--- src/core/bpss_consts.svh ---
`ifndef BPSS_CONSTS_SVH
`define BPSS_CONSTS_SVH
// initialization period length in switching clocks
`define BPSS_INIT_CYCLES 8'h10
// width of the init counter
`define BPSS_INIT_W 8
// configuration code field width
`define BPSS_CFG_W 3
// power-good delay after switching starts, in clocks
`define BPSS_PG_CYCLES 8'h40
`endif

--- src/core/bpss_pkg.sv ---
package bpss_pkg;
   // sequencer states
   typedef enum logic [2:0] {
      BPSS_OFF = 3'b000,
      BPSS_INIT = 3'b001,
      BPSS_SOFT = 3'b010,
      BPSS_RUN = 3'b011
   } bpss_state_type;
   // phase selection decoded from config
   typedef enum logic [1:0] {
      BPSS_PH_DUALQUAD = 2'b00,
      BPSS_PH_SINGLE = 2'b01,
      BPSS_PH_TRIPLE = 2'b10
   } bpss_phase_type;
   // analog status inputs grouped
   typedef struct packed {
      logic drv_ok;
      logic en_on;
      logic en_off;
      logic ref_ok;
      logic ref_low;
      logic start_ok;
      logic peak_trip;
   } bpss_sense_type;
endpackage

--- src/core/bpss_core.sv ---
// Summary of operation
// - pwm cycle: low gate on until peak trip, then one clock off
// - low-side gate set on the clock edge after it is off
// - peak trip swaps low gate to high drive
// - supply undervoltage inhibits all switching
// - undervoltage drops power-good, gates, discharges soft-start
// - enable plus stable reference enters initialization
// - discharge switch held during initialization
// - charge soft-start only with valid reference
// - switching starts when comp and soft-start ready
// - enable or reference low forces full shutdown
// - config selects phase count and overvoltage enable
`include "bpss_consts.svh"
module bpss_core
   import bpss_pkg::*;
(
   input wire logic clk_i, // switching clock
   input wire logic nrst_i, // power-on reset
   input wire bpss_sense_type sense_i, // comparator outputs
   input wire logic [`BPSS_CFG_W-1:0] config_select_pin_i, // config code
   output logic low_side_gate_o,
   output logic high_side_drive_o,
   output logic power_good_out_o,
   output logic share_current_neg_o,
   output logic ss_charge_o, // soft-start current source on
   output logic ss_discharge_o, // soft-start discharge switch on
   output logic comp_discharge_o, // compensation node pull-down
   output logic ovp_enable_o, // latched overvoltage enable
   output logic [1:0] phase_sel_o // latched phase selection
);
   // ***************************************
   // reset release and input synchronisers
   // ***************************************
   logic rst_meta_ff; // first stage, read only by second
   logic rst_n_ff; // released reset copy
   always_ff @(posedge clk_i or negedge nrst_i) begin
      if (!nrst_i) begin
         rst_meta_ff <= 1'b0;
         rst_n_ff <= 1'b0;
      end else begin
         rst_meta_ff <= 1'b1;
         rst_n_ff <= rst_meta_ff;
      end
   end
   bpss_sense_type sns_meta_ff; // first stage
   bpss_sense_type sns_ff; // usable copy
   logic [`BPSS_CFG_W-1:0] cfg_meta_ff;
   logic [`BPSS_CFG_W-1:0] cfg_ff;
   always_ff @(posedge clk_i or negedge rst_n_ff) begin
      if (!rst_n_ff) begin
         sns_meta_ff <= '0;
         sns_ff <= '0;
         cfg_meta_ff <= '0;
         cfg_ff <= '0;
      end else begin
         sns_meta_ff <= sense_i;
         sns_ff <= sns_meta_ff;
         cfg_meta_ff <= config_select_pin_i;
         cfg_ff <= cfg_meta_ff;
      end
   end
   // ***************************************
   // fault decode
   // ***************************************
   logic uv_fault; // supply below lockout
   logic en_fault; // enable or reference dropped
   assign uv_fault = !sns_ff.drv_ok;
   assign en_fault = sns_ff.en_off || sns_ff.ref_low;
   // ***************************************
   // sequencer
   // ***************************************
   bpss_state_type state_ff;
   bpss_state_type nxt_state;
   logic [`BPSS_INIT_W-1:0] init_cnt_ff; // initialization timer
   always_comb begin
      nxt_state = state_ff;
      unique case (state_ff)
         BPSS_OFF: begin
            // wait for enable and reference
            if (sns_ff.drv_ok && sns_ff.en_on && sns_ff.ref_ok) begin
               nxt_state = BPSS_INIT;
            end
         end
         BPSS_INIT: begin
            // reference must be valid to charge
            if (init_cnt_ff == `BPSS_INIT_CYCLES && sns_ff.ref_ok) begin
               nxt_state = BPSS_SOFT;
            end
         end
         BPSS_SOFT: begin
            if (sns_ff.start_ok) begin
               nxt_state = BPSS_RUN;
            end
         end
         BPSS_RUN: begin
            nxt_state = BPSS_RUN;
         end
         default: nxt_state = BPSS_OFF;
      endcase
      // any fault returns to off, restart is full sequence
      if (uv_fault || en_fault) begin
         nxt_state = BPSS_OFF;
      end
   end
   always_ff @(posedge clk_i or negedge rst_n_ff) begin
      if (!rst_n_ff) begin
         state_ff <= BPSS_OFF;
      end else begin
         state_ff <= nxt_state;
      end
   end
   // init counter runs only in init
   always_ff @(posedge clk_i or negedge rst_n_ff) begin
      if (!rst_n_ff) begin
         init_cnt_ff <= '0;
      end else if (state_ff != BPSS_INIT) begin
         init_cnt_ff <= '0;
      end else if (init_cnt_ff != `BPSS_INIT_CYCLES) begin
         init_cnt_ff <= init_cnt_ff + 1'b1;
      end
   end
   // ***************************************
   // configuration latch
   // ***************************************
   // sampled at end of init; codes beyond table fall back to single
   always_ff @(posedge clk_i or negedge rst_n_ff) begin
      if (!rst_n_ff) begin
         ovp_enable_o <= 1'b0;
         phase_sel_o <= BPSS_PH_SINGLE;
      end else if (state_ff == BPSS_INIT && init_cnt_ff == `BPSS_INIT_CYCLES) begin
         ovp_enable_o <= !cfg_ff[0];
         unique case (cfg_ff[2:1])
            2'b00: phase_sel_o <= BPSS_PH_DUALQUAD;
            2'b01: phase_sel_o <= BPSS_PH_SINGLE;
            2'b10: phase_sel_o <= BPSS_PH_TRIPLE;
            default: phase_sel_o <= BPSS_PH_SINGLE;
         endcase
      end
   end
   // ***************************************
   // analog control outputs
   // ***************************************
   logic stop_now; // fault seen this cycle
   assign stop_now = uv_fault || en_fault;
   logic [7:0] pg_cnt_ff; // power-good delay
   always_ff @(posedge clk_i or negedge rst_n_ff) begin
      if (!rst_n_ff) begin
         pg_cnt_ff <= '0;
      end else if (state_ff != BPSS_RUN || stop_now) begin
         pg_cnt_ff <= '0;
      end else if (pg_cnt_ff != `BPSS_PG_CYCLES) begin
         pg_cnt_ff <= pg_cnt_ff + 1'b1;
      end
   end
   always_ff @(posedge clk_i or negedge rst_n_ff) begin
      if (!rst_n_ff) begin
         power_good_out_o <= 1'b0;
         share_current_neg_o <= 1'b0;
         ss_charge_o <= 1'b0;
         ss_discharge_o <= 1'b1;
         comp_discharge_o <= 1'b1;
      end else begin
         // fault clears outputs at once
         power_good_out_o <= !stop_now && pg_cnt_ff == `BPSS_PG_CYCLES;
         share_current_neg_o <= !stop_now && state_ff == BPSS_RUN;
         // soft-start discharge in off and init, comp discharge in off only
         ss_discharge_o <= stop_now || nxt_state == BPSS_OFF || nxt_state == BPSS_INIT;
         comp_discharge_o <= stop_now || nxt_state == BPSS_OFF;
         ss_charge_o <= !stop_now && (nxt_state == BPSS_SOFT || nxt_state == BPSS_RUN);
      end
   end
   // ***************************************
   // pwm latch
   // ***************************************
   // trip sampled via sync: two-cycle lag; off-time granularity is one clk
   always_ff @(posedge clk_i or negedge rst_n_ff) begin
      if (!rst_n_ff) begin
         low_side_gate_o <= 1'b0;
         high_side_drive_o <= 1'b0;
      end else if (stop_now || nxt_state != BPSS_RUN) begin
         low_side_gate_o <= 1'b0;
         high_side_drive_o <= 1'b0;
      end else if (!low_side_gate_o) begin
         low_side_gate_o <= 1'b1; // new cycle on edge
         high_side_drive_o <= 1'b0;
      end else if (sns_ff.peak_trip) begin
         low_side_gate_o <= 1'b0;
         high_side_drive_o <= 1'b1;
      end
   end
   // ***************************************
   // checks
   // ***************************************
   AST_EXCL: assert property (@(posedge clk_i) disable iff (!rst_n_ff)
      !(low_side_gate_o && high_side_drive_o)) else $error("gates overlap");
   AST_UV_OFF: assert property (@(posedge clk_i) disable iff (!rst_n_ff)
      uv_fault |=> !low_side_gate_o && !high_side_drive_o) else $error("switching in uv");
   AST_UV_PG: assert property (@(posedge clk_i) disable iff (!rst_n_ff)
      uv_fault |=> !power_good_out_o && ss_discharge_o) else $error("uv outputs");
   AST_EN_OFF: assert property (@(posedge clk_i) disable iff (!rst_n_ff)
      en_fault |=> !share_current_neg_o && comp_discharge_o && ss_discharge_o)
      else $error("shutdown outputs");
   AST_INIT_DIS: assert property (@(posedge clk_i) disable iff (!rst_n_ff)
      state_ff == BPSS_INIT |-> ss_discharge_o && !ss_charge_o) else $error("init discharge");
   AST_SOFT_REF: assert property (@(posedge clk_i) disable iff (!rst_n_ff)
      $rose(ss_charge_o) |-> $past(sns_ff.ref_ok)) else $error("charge without ref");
   AST_RUN_START: assert property (@(posedge clk_i) disable iff (!rst_n_ff)
      $rose(low_side_gate_o) && $past(state_ff) == BPSS_SOFT |-> $past(sns_ff.start_ok))
      else $error("pwm before start");
   AST_TRIP: assert property (@(posedge clk_i) disable iff (!rst_n_ff)
      state_ff == BPSS_RUN && !stop_now && low_side_gate_o && sns_ff.peak_trip
      |=> !low_side_gate_o && high_side_drive_o) else $error("trip ignored");
   AST_EDGE_ON: assert property (@(posedge clk_i) disable iff (!rst_n_ff)
      state_ff == BPSS_RUN && nxt_state == BPSS_RUN && !low_side_gate_o
      |=> low_side_gate_o) else $error("no turn-on");
   COV_START: cover property (@(posedge clk_i) state_ff == BPSS_SOFT ##1 state_ff == BPSS_RUN);
   COV_TRIP: cover property (@(posedge clk_i) low_side_gate_o ##1 high_side_drive_o);
   COV_RESTART: cover property (@(posedge clk_i) state_ff == BPSS_RUN ##1 state_ff == BPSS_OFF);
endmodule

--- config.mk ---
export PLATFORM = sky130hd
export DESIGN_NAME = bpss_core
export DESIGN_NICKNAME = d
export VERILOG_FILES = /design/src/core/bpss_pkg.sv /design/src/core/bpss_core.sv
export VERILOG_INCLUDE_DIRS = /design/src /design/src/core
export SDC_FILE = /design/constraint.sdc
export NUM_CORES = 1
export LEC_CHECK = 0
export ABC_CLOCK_PERIOD_IN_PS = 1700
export BUFFER_PORTS_ARGS = -buffer_cell sky130_fd_sc_hd__buf_2
export CORE_ASPECT_RATIO = 1.2
export CORE_UTILIZATION = 50
export DETAILED_ROUTE_END_ITERATION = 8
export PLACE_DENSITY = 0.7
export SYNTH_ARGS = -nofsm -noshare
export SYNTH_HDL_FRONTEND = slang
export SYNTH_SLANG_ARGS = --single-unit
export TNS_END_PERCENT = 100
--- constraint.sdc ---
create_clock -name clk_i -period 1.7 [get_ports clk_i]
set_input_delay 0.34 -clock clk_i [delete_from_list [all_inputs] [get_ports clk_i]]
set_output_delay 0.34 -clock clk_i [all_outputs]
set_load 0.02 [all_outputs]
Yosys cells after proc, flatten, opt, wreduce, memory -nomap -nowiden

Index checks and enable logic that the tools add are counted.

Bits in registers: 51
Output and inout port bits: 10
Input bits: 12
Word-level logic and storage cells: 85

Reduce and logical (&&, ||, !) cells: 22
Muxes and demuxes: 16
Add/subtract/negate cells: 2
Equal/unequal tests: 15

Operator list:

| operator                                                                 | number |
|---|---|
| 8-bit 2-to-1 mux                                                         | 4 |
| 8-bit by 1-bit adder with 8-bit output (second input constant)           | 2 |
| 3-bit by 2-bit equality test with 1-bit output (second input constant)   | 4 |
| 3-bit 2-to-1 mux                                                         | 4 |
| 3-bit case mux with 4 select lines                                       | 1 |
| 8-bit by 5-bit equality test with 1-bit output (second input constant)   | 1 |
| 8-bit by 7-bit equality test with 1-bit output (second input constant)   | 1 |
| 8-bit by 5-bit inequality test with 1-bit output (second input constant) | 1 |
| 8-bit by 7-bit inequality test with 1-bit output (second input constant) | 1 |
| 1-bit logical AND                                                        | 7 |
| 1-bit logical OR                                                         | 7 |
| 3-bit by 1-bit equality test with 1-bit output (second input constant)   | 2 |
| 3-bit zero test                                                          | 2 |
| 1-bit 2-to-1 mux                                                         | 6 |
| 3-bit by 1-bit inequality test with 1-bit output (second input constant) | 2 |
| 3-bit by 2-bit inequality test with 1-bit output (second input constant) | 2 |
| 2-bit case mux with 2 select lines                                       | 1 |
| 2-bit nonzero test                                                       | 2 |
| 1-bit zero test                                                          | 3 |
| 2-bit equality test (second input constant)                              | 1 |
| 2-bit zero test                                                          | 1 |

Longest topological paths before layout

Gate-level depths: netlist of the first run.

Depth after elaboration: 8
Depth in mapped cells: 6
Gate-level depth less buffers: 6

Least setup slack after synthesis of the first run

OpenSTA, ideal clock, no wires.

Path type: reg2reg
Start: register init_cnt_ff[0]
End: register phase_sel_o[1]
Cell stages (with the launch flop): 6
Path slack: -0.177 ns
Buffers on the path: 0
Setup time: 0.125 ns
Clock period less this slack: 1.877 ns
Data required time: 1.575 ns
Data arrival time: 1.752 ns
Cell sequence: dfrtp_1 > inv_1 > ha_1 > or3b_2 > or3_4 > mux2_4

Cells in the longest elaborated chain, start to end: 2

RTL lines:

| item                                                     | line             | source |
|---|---|---|
| from (decl)                                              | bpss_core.sv:74  | `` logic [`BPSS_INIT_W-1:0] init_cnt_ff; `` |
| from (signal assigned)                                   | bpss_core.sv:119 | `init_cnt_ff <= init_cnt_ff + 1'b1;` |
| 8-bit by 5-bit equality test with 1-bit output (no line) | n/a              |  |
| 1-bit logical AND (no line)                              | n/a              |  |
| to (signal assigned)                                     | bpss_core.sv:129 | `phase_sel_o <= BPSS_PH_SINGLE;` |
| to (signal assigned)                                     | bpss_core.sv:133 | `2'b00: phase_sel_o <= BPSS_PH_DUALQUAD;` |
| to (signal assigned)                                     | bpss_core.sv:134 | `2'b01: phase_sel_o <= BPSS_PH_SINGLE;` |
| to (decl)                                                | bpss_core.sv:29  | `output logic [1:0] phase_sel_o` |

No other way between the ends.
A chain may end at the register's enable or synchronous reset.

Worst setup path after layout of the first run

Start: register init_cnt_ff[6]
End: register phase_sel_o[1]

The elaborated chain is that of the path after synthesis.

==> summary.md, run 1 <==
| Metric | Value |
|---|---|
| Drt pass-1 iters | `7` |
| Netlist Area Pre-Place | `1880 um2` |
| Critical path, cell by cell | `or4b_4 > or3_4 > mux2_4` |
| First-pass GRT wire length | `4910 um` |
| Non-Filler Instances | `226` |
| Nets | `202` |
| Clock net sink count | `51` |
| # IOs | `22` |
| Syn nets | `158` |
| Syn Area/Cell | `13.3 um2` |
| Post-synthesis register bit count | `51` |
| Final period util | `104%` |
| Least-Margin Pin Slew | `0.544 ns` |
| Number of diodes | `0` |
| VDD IR max | `0.691 mV` |
| Post-DP HPWL | `2030 um` |
| Setup WS post-layout | `-0.0675 ns` |
| Placed insts | `216` |
| Ys flop type | `dfrtp_1` |
| Cell Area, Placed | `2160 um2` |
| I/O Buffers | `21` |
| Setup WS pre-CTS | `-0.0582 ns` |
| Element type at the critical path end | `register` |
| Number of flops mapped to enable cells by yosys | `0` |
| FP Rows | `24` |
| Worst path required time | `1.89 ns` |
| H-tree depth | `2` |
| DRT iter0 DRCs | `49` |
| Main combinational cell family by area after synthesis | `simple AND/OR/NAND/NOR gates` |
| Clk_skew | `0.0118 ns` |
| Fillers | `278` |
| Largest net degree at the start of global routing | `27` |
| Slowest CP cell | `or4b_4` |
| Slew HR | `63.8%` |
| Maximum capacitance violations | `0` |
| Clock Tree Root | `clkbuf_8` |
| Fmax | `566 MHz` |
| Sequential element share of the synthesized area | `68.0%` |
| Detailed-route via count | `1150` |
| Post-synth ARST share | `100%` |
| Worst path max stage delay | `0.55 ns` |
| Fin crit period | `1.77 ns` |
| Pwr dens | `864 nW/um2` |
| Share of post-route cells with drive strength above 1 | `33.7%` |
| Number of global-route vias before repair | `1163` |
| Die height | `69.2 um` |
| Final slew viol count | `0` |
| WP data arrival | `1.96 ns` |
| Antenna violation net count after detailed routing | `0` |
| Clock-pin slew on the worst setup and hold paths | `0.09 ns` |
| Drt total wl | `2840 um` |
| Initial Utilization | `52.2%` |
| Outcome | `finished, violations left` |
| GRT Total Usage | `16.4%` |
| Adder-Cell Fraction of Synth Area | `2.66%` |
| Final GP Congestion | `0.813` |
| Avg WL per Cell | `12.6 um` |
| GRT overflow | `0` |
| Post-synthesis mux area share | `2.66%` |
| Core Region | `3600 um2` |
| Synth Area in Simple Gates | `15.2%` |
| Die Wd | `58.0 um` |
| Leakage power | `1.10 nW` |
| Finish-stage setup viols | `3` |
| Syn. warnings | `0` |
| Initial antenna violation count | `0` |
| Clock latency on the worst-skew pair | `0.30 ns` |
| Area Overhead vs Synth | `23.3%` |
| Hold Violations, Final | `0` |
| Synth Area in Compound Gates | `3.86%` |
| Vias per cell | `5.09` |
| Path category of the worst min-delay check | `in -> reg` |
| Full die area | `4010 um2` |
| Violated checks | `design-rule violations, negative setup slack` |
| Mapped Cells | `142` |
| Critical Path Source Type | `register` |
| CTS tree | `done` |
| Clk buf depth | `2` |
| CP max FO | `3` |
| Design area | `2320 um2` |
| DRC viols | `1` |
| CP Class | `reg -> reg` |
| Yosys cell types | `32` |
| RSZ-0062 raised after global routing | `true` |
| CTS Buf Count | `5` |
| XOR/XNOR Fraction of Synth Area | `5.59%` |
## stage by stage
stage / TNS [ns] / utilization [%] / hold WS (ns) / power [mW]
finish: -0.118 / 64.4 / 0.136 / 2.00
global route: -0.420 / 64.4 / 0.121 / 2.08
detailed placement: -0.195 / 59.9 / 0.126 / 1.32
CTS: -0.120 / 63.7 / 0.129 / 2.03
floorplan: -0.0750 / - / 0.0444 / 1.29
global placement: -0.0763 / 59.9 / 0.124 / 1.32
## power breakdown
part	switching, mW	internal [mW]	total, mW
logic	0.0199	0.0206	0.0405
clock network	0.370	0.333	0.703
registers	0.0202	1.24	1.26
## Yosys cell counts, drive strengths merged, types with 2 or more instances
master	n	area [um2]
dfrtp	48	1200
nand2b	3	18.8
nand3	10	50.1
xor2	9	78.8
a32o	2	20.0
ha	4	50.1
nor2	20	77.6
conb	2	7.51
and3	5	32.5
mux2i	2	20.0
xnor2	3	26.3
inv	7	26.3
mux2	2	30.0
nand2	3	11.3
o31ai	2	15.0
or3b	3	26.3
dfstp	3	78.8
a21oi	2	10.0
## state kept, by name (all words and copies together) (netlist names), 2 cells and up
register and cells:
cfg_ff 3, state_ff 3, init_cnt_ff 8, sns_ff 7
phase_sel_o 2, pg_cnt_ff 8, cfg_meta_ff 3, sns_meta_ff 7
## cell type report
type                            instances  area (um2)  area share [%]
Clock buffer                            7        86.3            3.72
Clock inverter                          1        8.76           0.377
Inverter                                7        26.3            1.13
Multi-Input combinational cell         83         614            26.5
Sequential cell                        51        1280            55.2
Tap cell                               39        48.8            2.10
Timing Repair Buffer                   38         255            11.0
## path summary, 6_finish.rpt
path                            cells after the start            from        endpoint  slack [ns]
worst max-delay path                                3  init_cnt_ff[6]  phase_sel_o[1]       -0.07
worst min-delay path                                1      sense_i[0]  sns_meta_ff[0]        0.14
worst max register to register                      3  init_cnt_ff[6]  phase_sel_o[1]       -0.07
worst min register to register                      0        rst_n_ff       sns_ff[0]        0.26
max in group asynchronous                           1        rst_n_ff  sns_meta_ff[2]        0.91
min in group asynchronous                           0        rst_n_ff       sns_ff[0]        0.26
## layout by cell type (no fill, tap or decap), types with 2 or more instances in the layout
master / count
dfrtp_1: 47
buf_2: 21
nor2_1: 19
buf_4: 13
nand3_1: 10
xor2_1: 9
inv_1: 6
clkbuf_8: 6
and3_1: 4
ha_1: 4
nand2b_1: 3
nand2_1: 3
xnor2_1: 3
dfstp_2: 3
or3b_4: 2
mux2i_1: 2
mux2_4: 2
buf_6: 2
conb_1: 2
## per-layer routing
layer  part of all wire (%)  routed length [um]  GRT usage (%)
met1                     44                1250           20.3
met2                     51                1450           26.3
met3                    3.5                 100           5.78
met4                    1.7                  49           6.35
met5                      0                   0              0
## kinds of logic after synthesis
| logic type | Yosys count |
|---|---|
| AOI/OAI and AO/OA | 9 |
| muxes | 4 |
| xor gates and xnor gates | 12 |
| and+or+nand+nor | 52 |
| DFF | 51 |
| adders and majority gates | 4 |
| buffers and inverters | 8 |
| other | 2 |
## timing repair
item	4_1_cts	5_1_grt
hold endpoints to repair	2	0
setup buffers	0	1
pin swaps	2	0
endpoints found under the setup margin	7	7
resized for setup	7	3
hold buffers	1	0
## critical path: cells and delay by family, from the launching register on
| kind | cells | cell delay, ns |
|---|---|---|
| AND/OR/NAND/NOR | 2 | 0.97 |
| flip-flops | 1 | 0.38 |
| multiplexers | 1 | 0.30 |
Note: power is estimated with default switching activity, not from simulation.
==> run 2, diff against run 1 <==
SKIP_CTS_REPAIR_TIMING = 1   (was default)
==> summary.md, run 2 (synthesis results as in run 1) <==
| Metric | Value |
|---|---|
| Antenna violation net count after detailed routing | `0` |
| Vias per cell | `5.09` |
| Die height | `69.2 um` |
| GRT Total Usage | `16.4%` |
| Full die area | `4010 um2` |
| FF-to-FF setup slack | `-0.07 ns` |
| Clock net sink count | `51` |
| Most frequent cells in the layout | `47 x dfrtp_1, 21 x buf_2, 19 x nor2_1, 14 x buf_4, 10 x nand3_1` |
| Outcome | `finished, violations left` |
| Flop pwr share | `63.0%` |
| Drt total wl | `2840 um` |
| Non-Filler Instances | `226` |
| Avg WL per Cell | `12.6 um` |
| Clock-pin slew on the worst setup and hold paths | `0.09 ns` |
| Cell Area, Placed | `2160 um2` |
| GRT overflow | `0` |
| Hold Violations, Final | `0` |
| Top flop regs | `init_cnt_ff x8, pg_cnt_ff x8` |
| Fin crit period | `1.77 ns` |
| Maximum capacitance violations | `0` |
| Die Wd | `58.0 um` |
| I/O Buffers | `21` |
| Final period util | `104%` |
| Leakage power | `1.10 nW` |
| Slowest CP cell | `or4b_4` |
| Initial Utilization | `52.2%` |
| CTS Buf Count | `5` |
| Share of post-route cells with drive strength above 1 | `34.2%` |
| Worst hold slack | `0.137 ns` |
| CP max FO | `3` |
| Clk buf depth | `2` |
| Number of diodes | `0` |
| CTS tree | `done` |
| Setup WS post-layout | `-0.0664 ns` |
| Number of global-route vias before repair | `1165` |
| RSZ-0062 raised after global routing | `true` |
| DRC viols | `1` |
| Post-DP HPWL | `2030 um` |
| Worst Min Path Start | `sense_i[0]` |
| Design area | `2310 um2` |
| Setup WS pre-CTS | `-0.0582 ns` |
| Final total negative setup slack | `-0.0963 ns` |
| First-pass GRT wire length | `4890 um` |
| CP top delay family | `simple AND/OR/NAND/NOR gates` |
| Core Region | `3600 um2` |
| Drt pass-1 iters | `7` |
| Least-Margin Pin Slew | `0.543 ns` |
| Fmax | `566 MHz` |
| Area Overhead vs Synth | `22.8%` |
| Worst Hold End | `sns_meta_ff[0]` |
| Slew HR | `63.8%` |
| Finish-stage setup viols | `2` |
| Capture point of the worst reg-to-reg path | `phase_sel_o[1]` |
| Critical Path Source Type | `register` |
| Pwr Total | `2.00 mW` |
| Int Pwr | `1.59 mW` |
| CP Class | `reg -> reg` |
| Detailed-route via count | `1150` |
| Final slew viol count | `0` |
| Nets | `202` |
| Hold Path Depth | `1` |
| Violated checks | `design-rule violations, negative setup slack` |
| Element type at the critical path end | `register` |
| FP Rows | `24` |
| VDD IR max | `0.692 mV` |
| Final core utilization | `64.1%` |
| Worst path max stage delay | `0.55 ns` |
| Initial antenna violation count | `0` |
| Largest net degree at the start of global routing | `27` |
| RR Startpoint | `init_cnt_ff[7]` |
| DRT iter0 DRCs | `39` |
| H-tree depth | `2` |
| # IOs | `22` |
| Clk pwr share | `35.1%` |
| Final GP Congestion | `0.813` |
| Clk_skew | `0.0117 ns` |
| Net Sw Frac | `20.4%` |
| WP data arrival | `1.96 ns` |
| Logic pwr share | `2.0%` |
| Worst Path Buf+Inv | `0` |
| Pwr dens | `866 nW/um2` |
| Switching Power | `0.408 mW` |
| Clock latency on the worst-skew pair | `0.30 ns` |
| Fillers | `283` |
| Path category of the worst min-delay check | `in -> reg` |
| Placed insts | `216` |
| Most common cell after layout, fill and taps aside | `dfrtp_1` |
| Reg2Reg Depth | `3` |
| Worst path required time | `1.89 ns` |
| Critical path, cell by cell | `or4b_4 > or3_4 > mux2_4` |
| Clock Tree Root | `clkbuf_8` |
==> run 2: cell counts in the layout (fill, tap and decap cells not counted) <==
Identical to the previous run, type by type.
==> run 2: routing by layer <==
metal / track usage, % / share of wire (%) / up-vias
met5: 0 / 0 / -
met4: 6.35 / 1.8 / 0
met3: 5.78 / 3.5 / 5
met2: 26.2 / 51 / 14
met1: 20.3 / 44 / 573
li1: - / - / 558
==> run 2: power groups by stage <==
stage	clock network [mW]	registers [mW]	logic [mW]
floorplan	0	1.29	0.00605
global placement	0	1.28	0.0364
detailed placement	0	1.29	0.0374
CTS	0.725	1.26	0.0374
global route	0.766	1.27	0.0445
finish	0.702	1.26	0.0394
==> run 2: area by class of cell <==
class	count	area [um2]	share of cell area, %
clock buffers	7	86.3	3.74
clock inverters	1	8.76	0.379
inverters	7	26.3	1.14
multi-input cells	83	608	26.3
flip-flops and latches	51	1280	55.4
well taps	39	48.8	2.11
repair buffers	38	251	10.9
==> run 2: worst max path at each step <==
stage	end	startpoint	slack [ns]	cells past startpoint
floorplan	phase_sel_o[1]	init_cnt_ff[0]	-0.06	5
global placement	phase_sel_o[1]	init_cnt_ff[0]	-0.04	5
detailed placement	low_side_gate_o	init_cnt_ff[7]	-0.06	5
CTS	low_side_gate_o	init_cnt_ff[7]	-0.07	5
global route	phase_sel_o[1]	init_cnt_ff[0]	-0.11	5
finish	phase_sel_o[1]	init_cnt_ff[7]	-0.07	3
==> run 2: worst reg2reg max path, cell delays in order (launching register included) <==
cell	delay, ns
dfrtp_1	0.39
or4b_4	0.55
or3_4	0.42
mux2_4	0.30
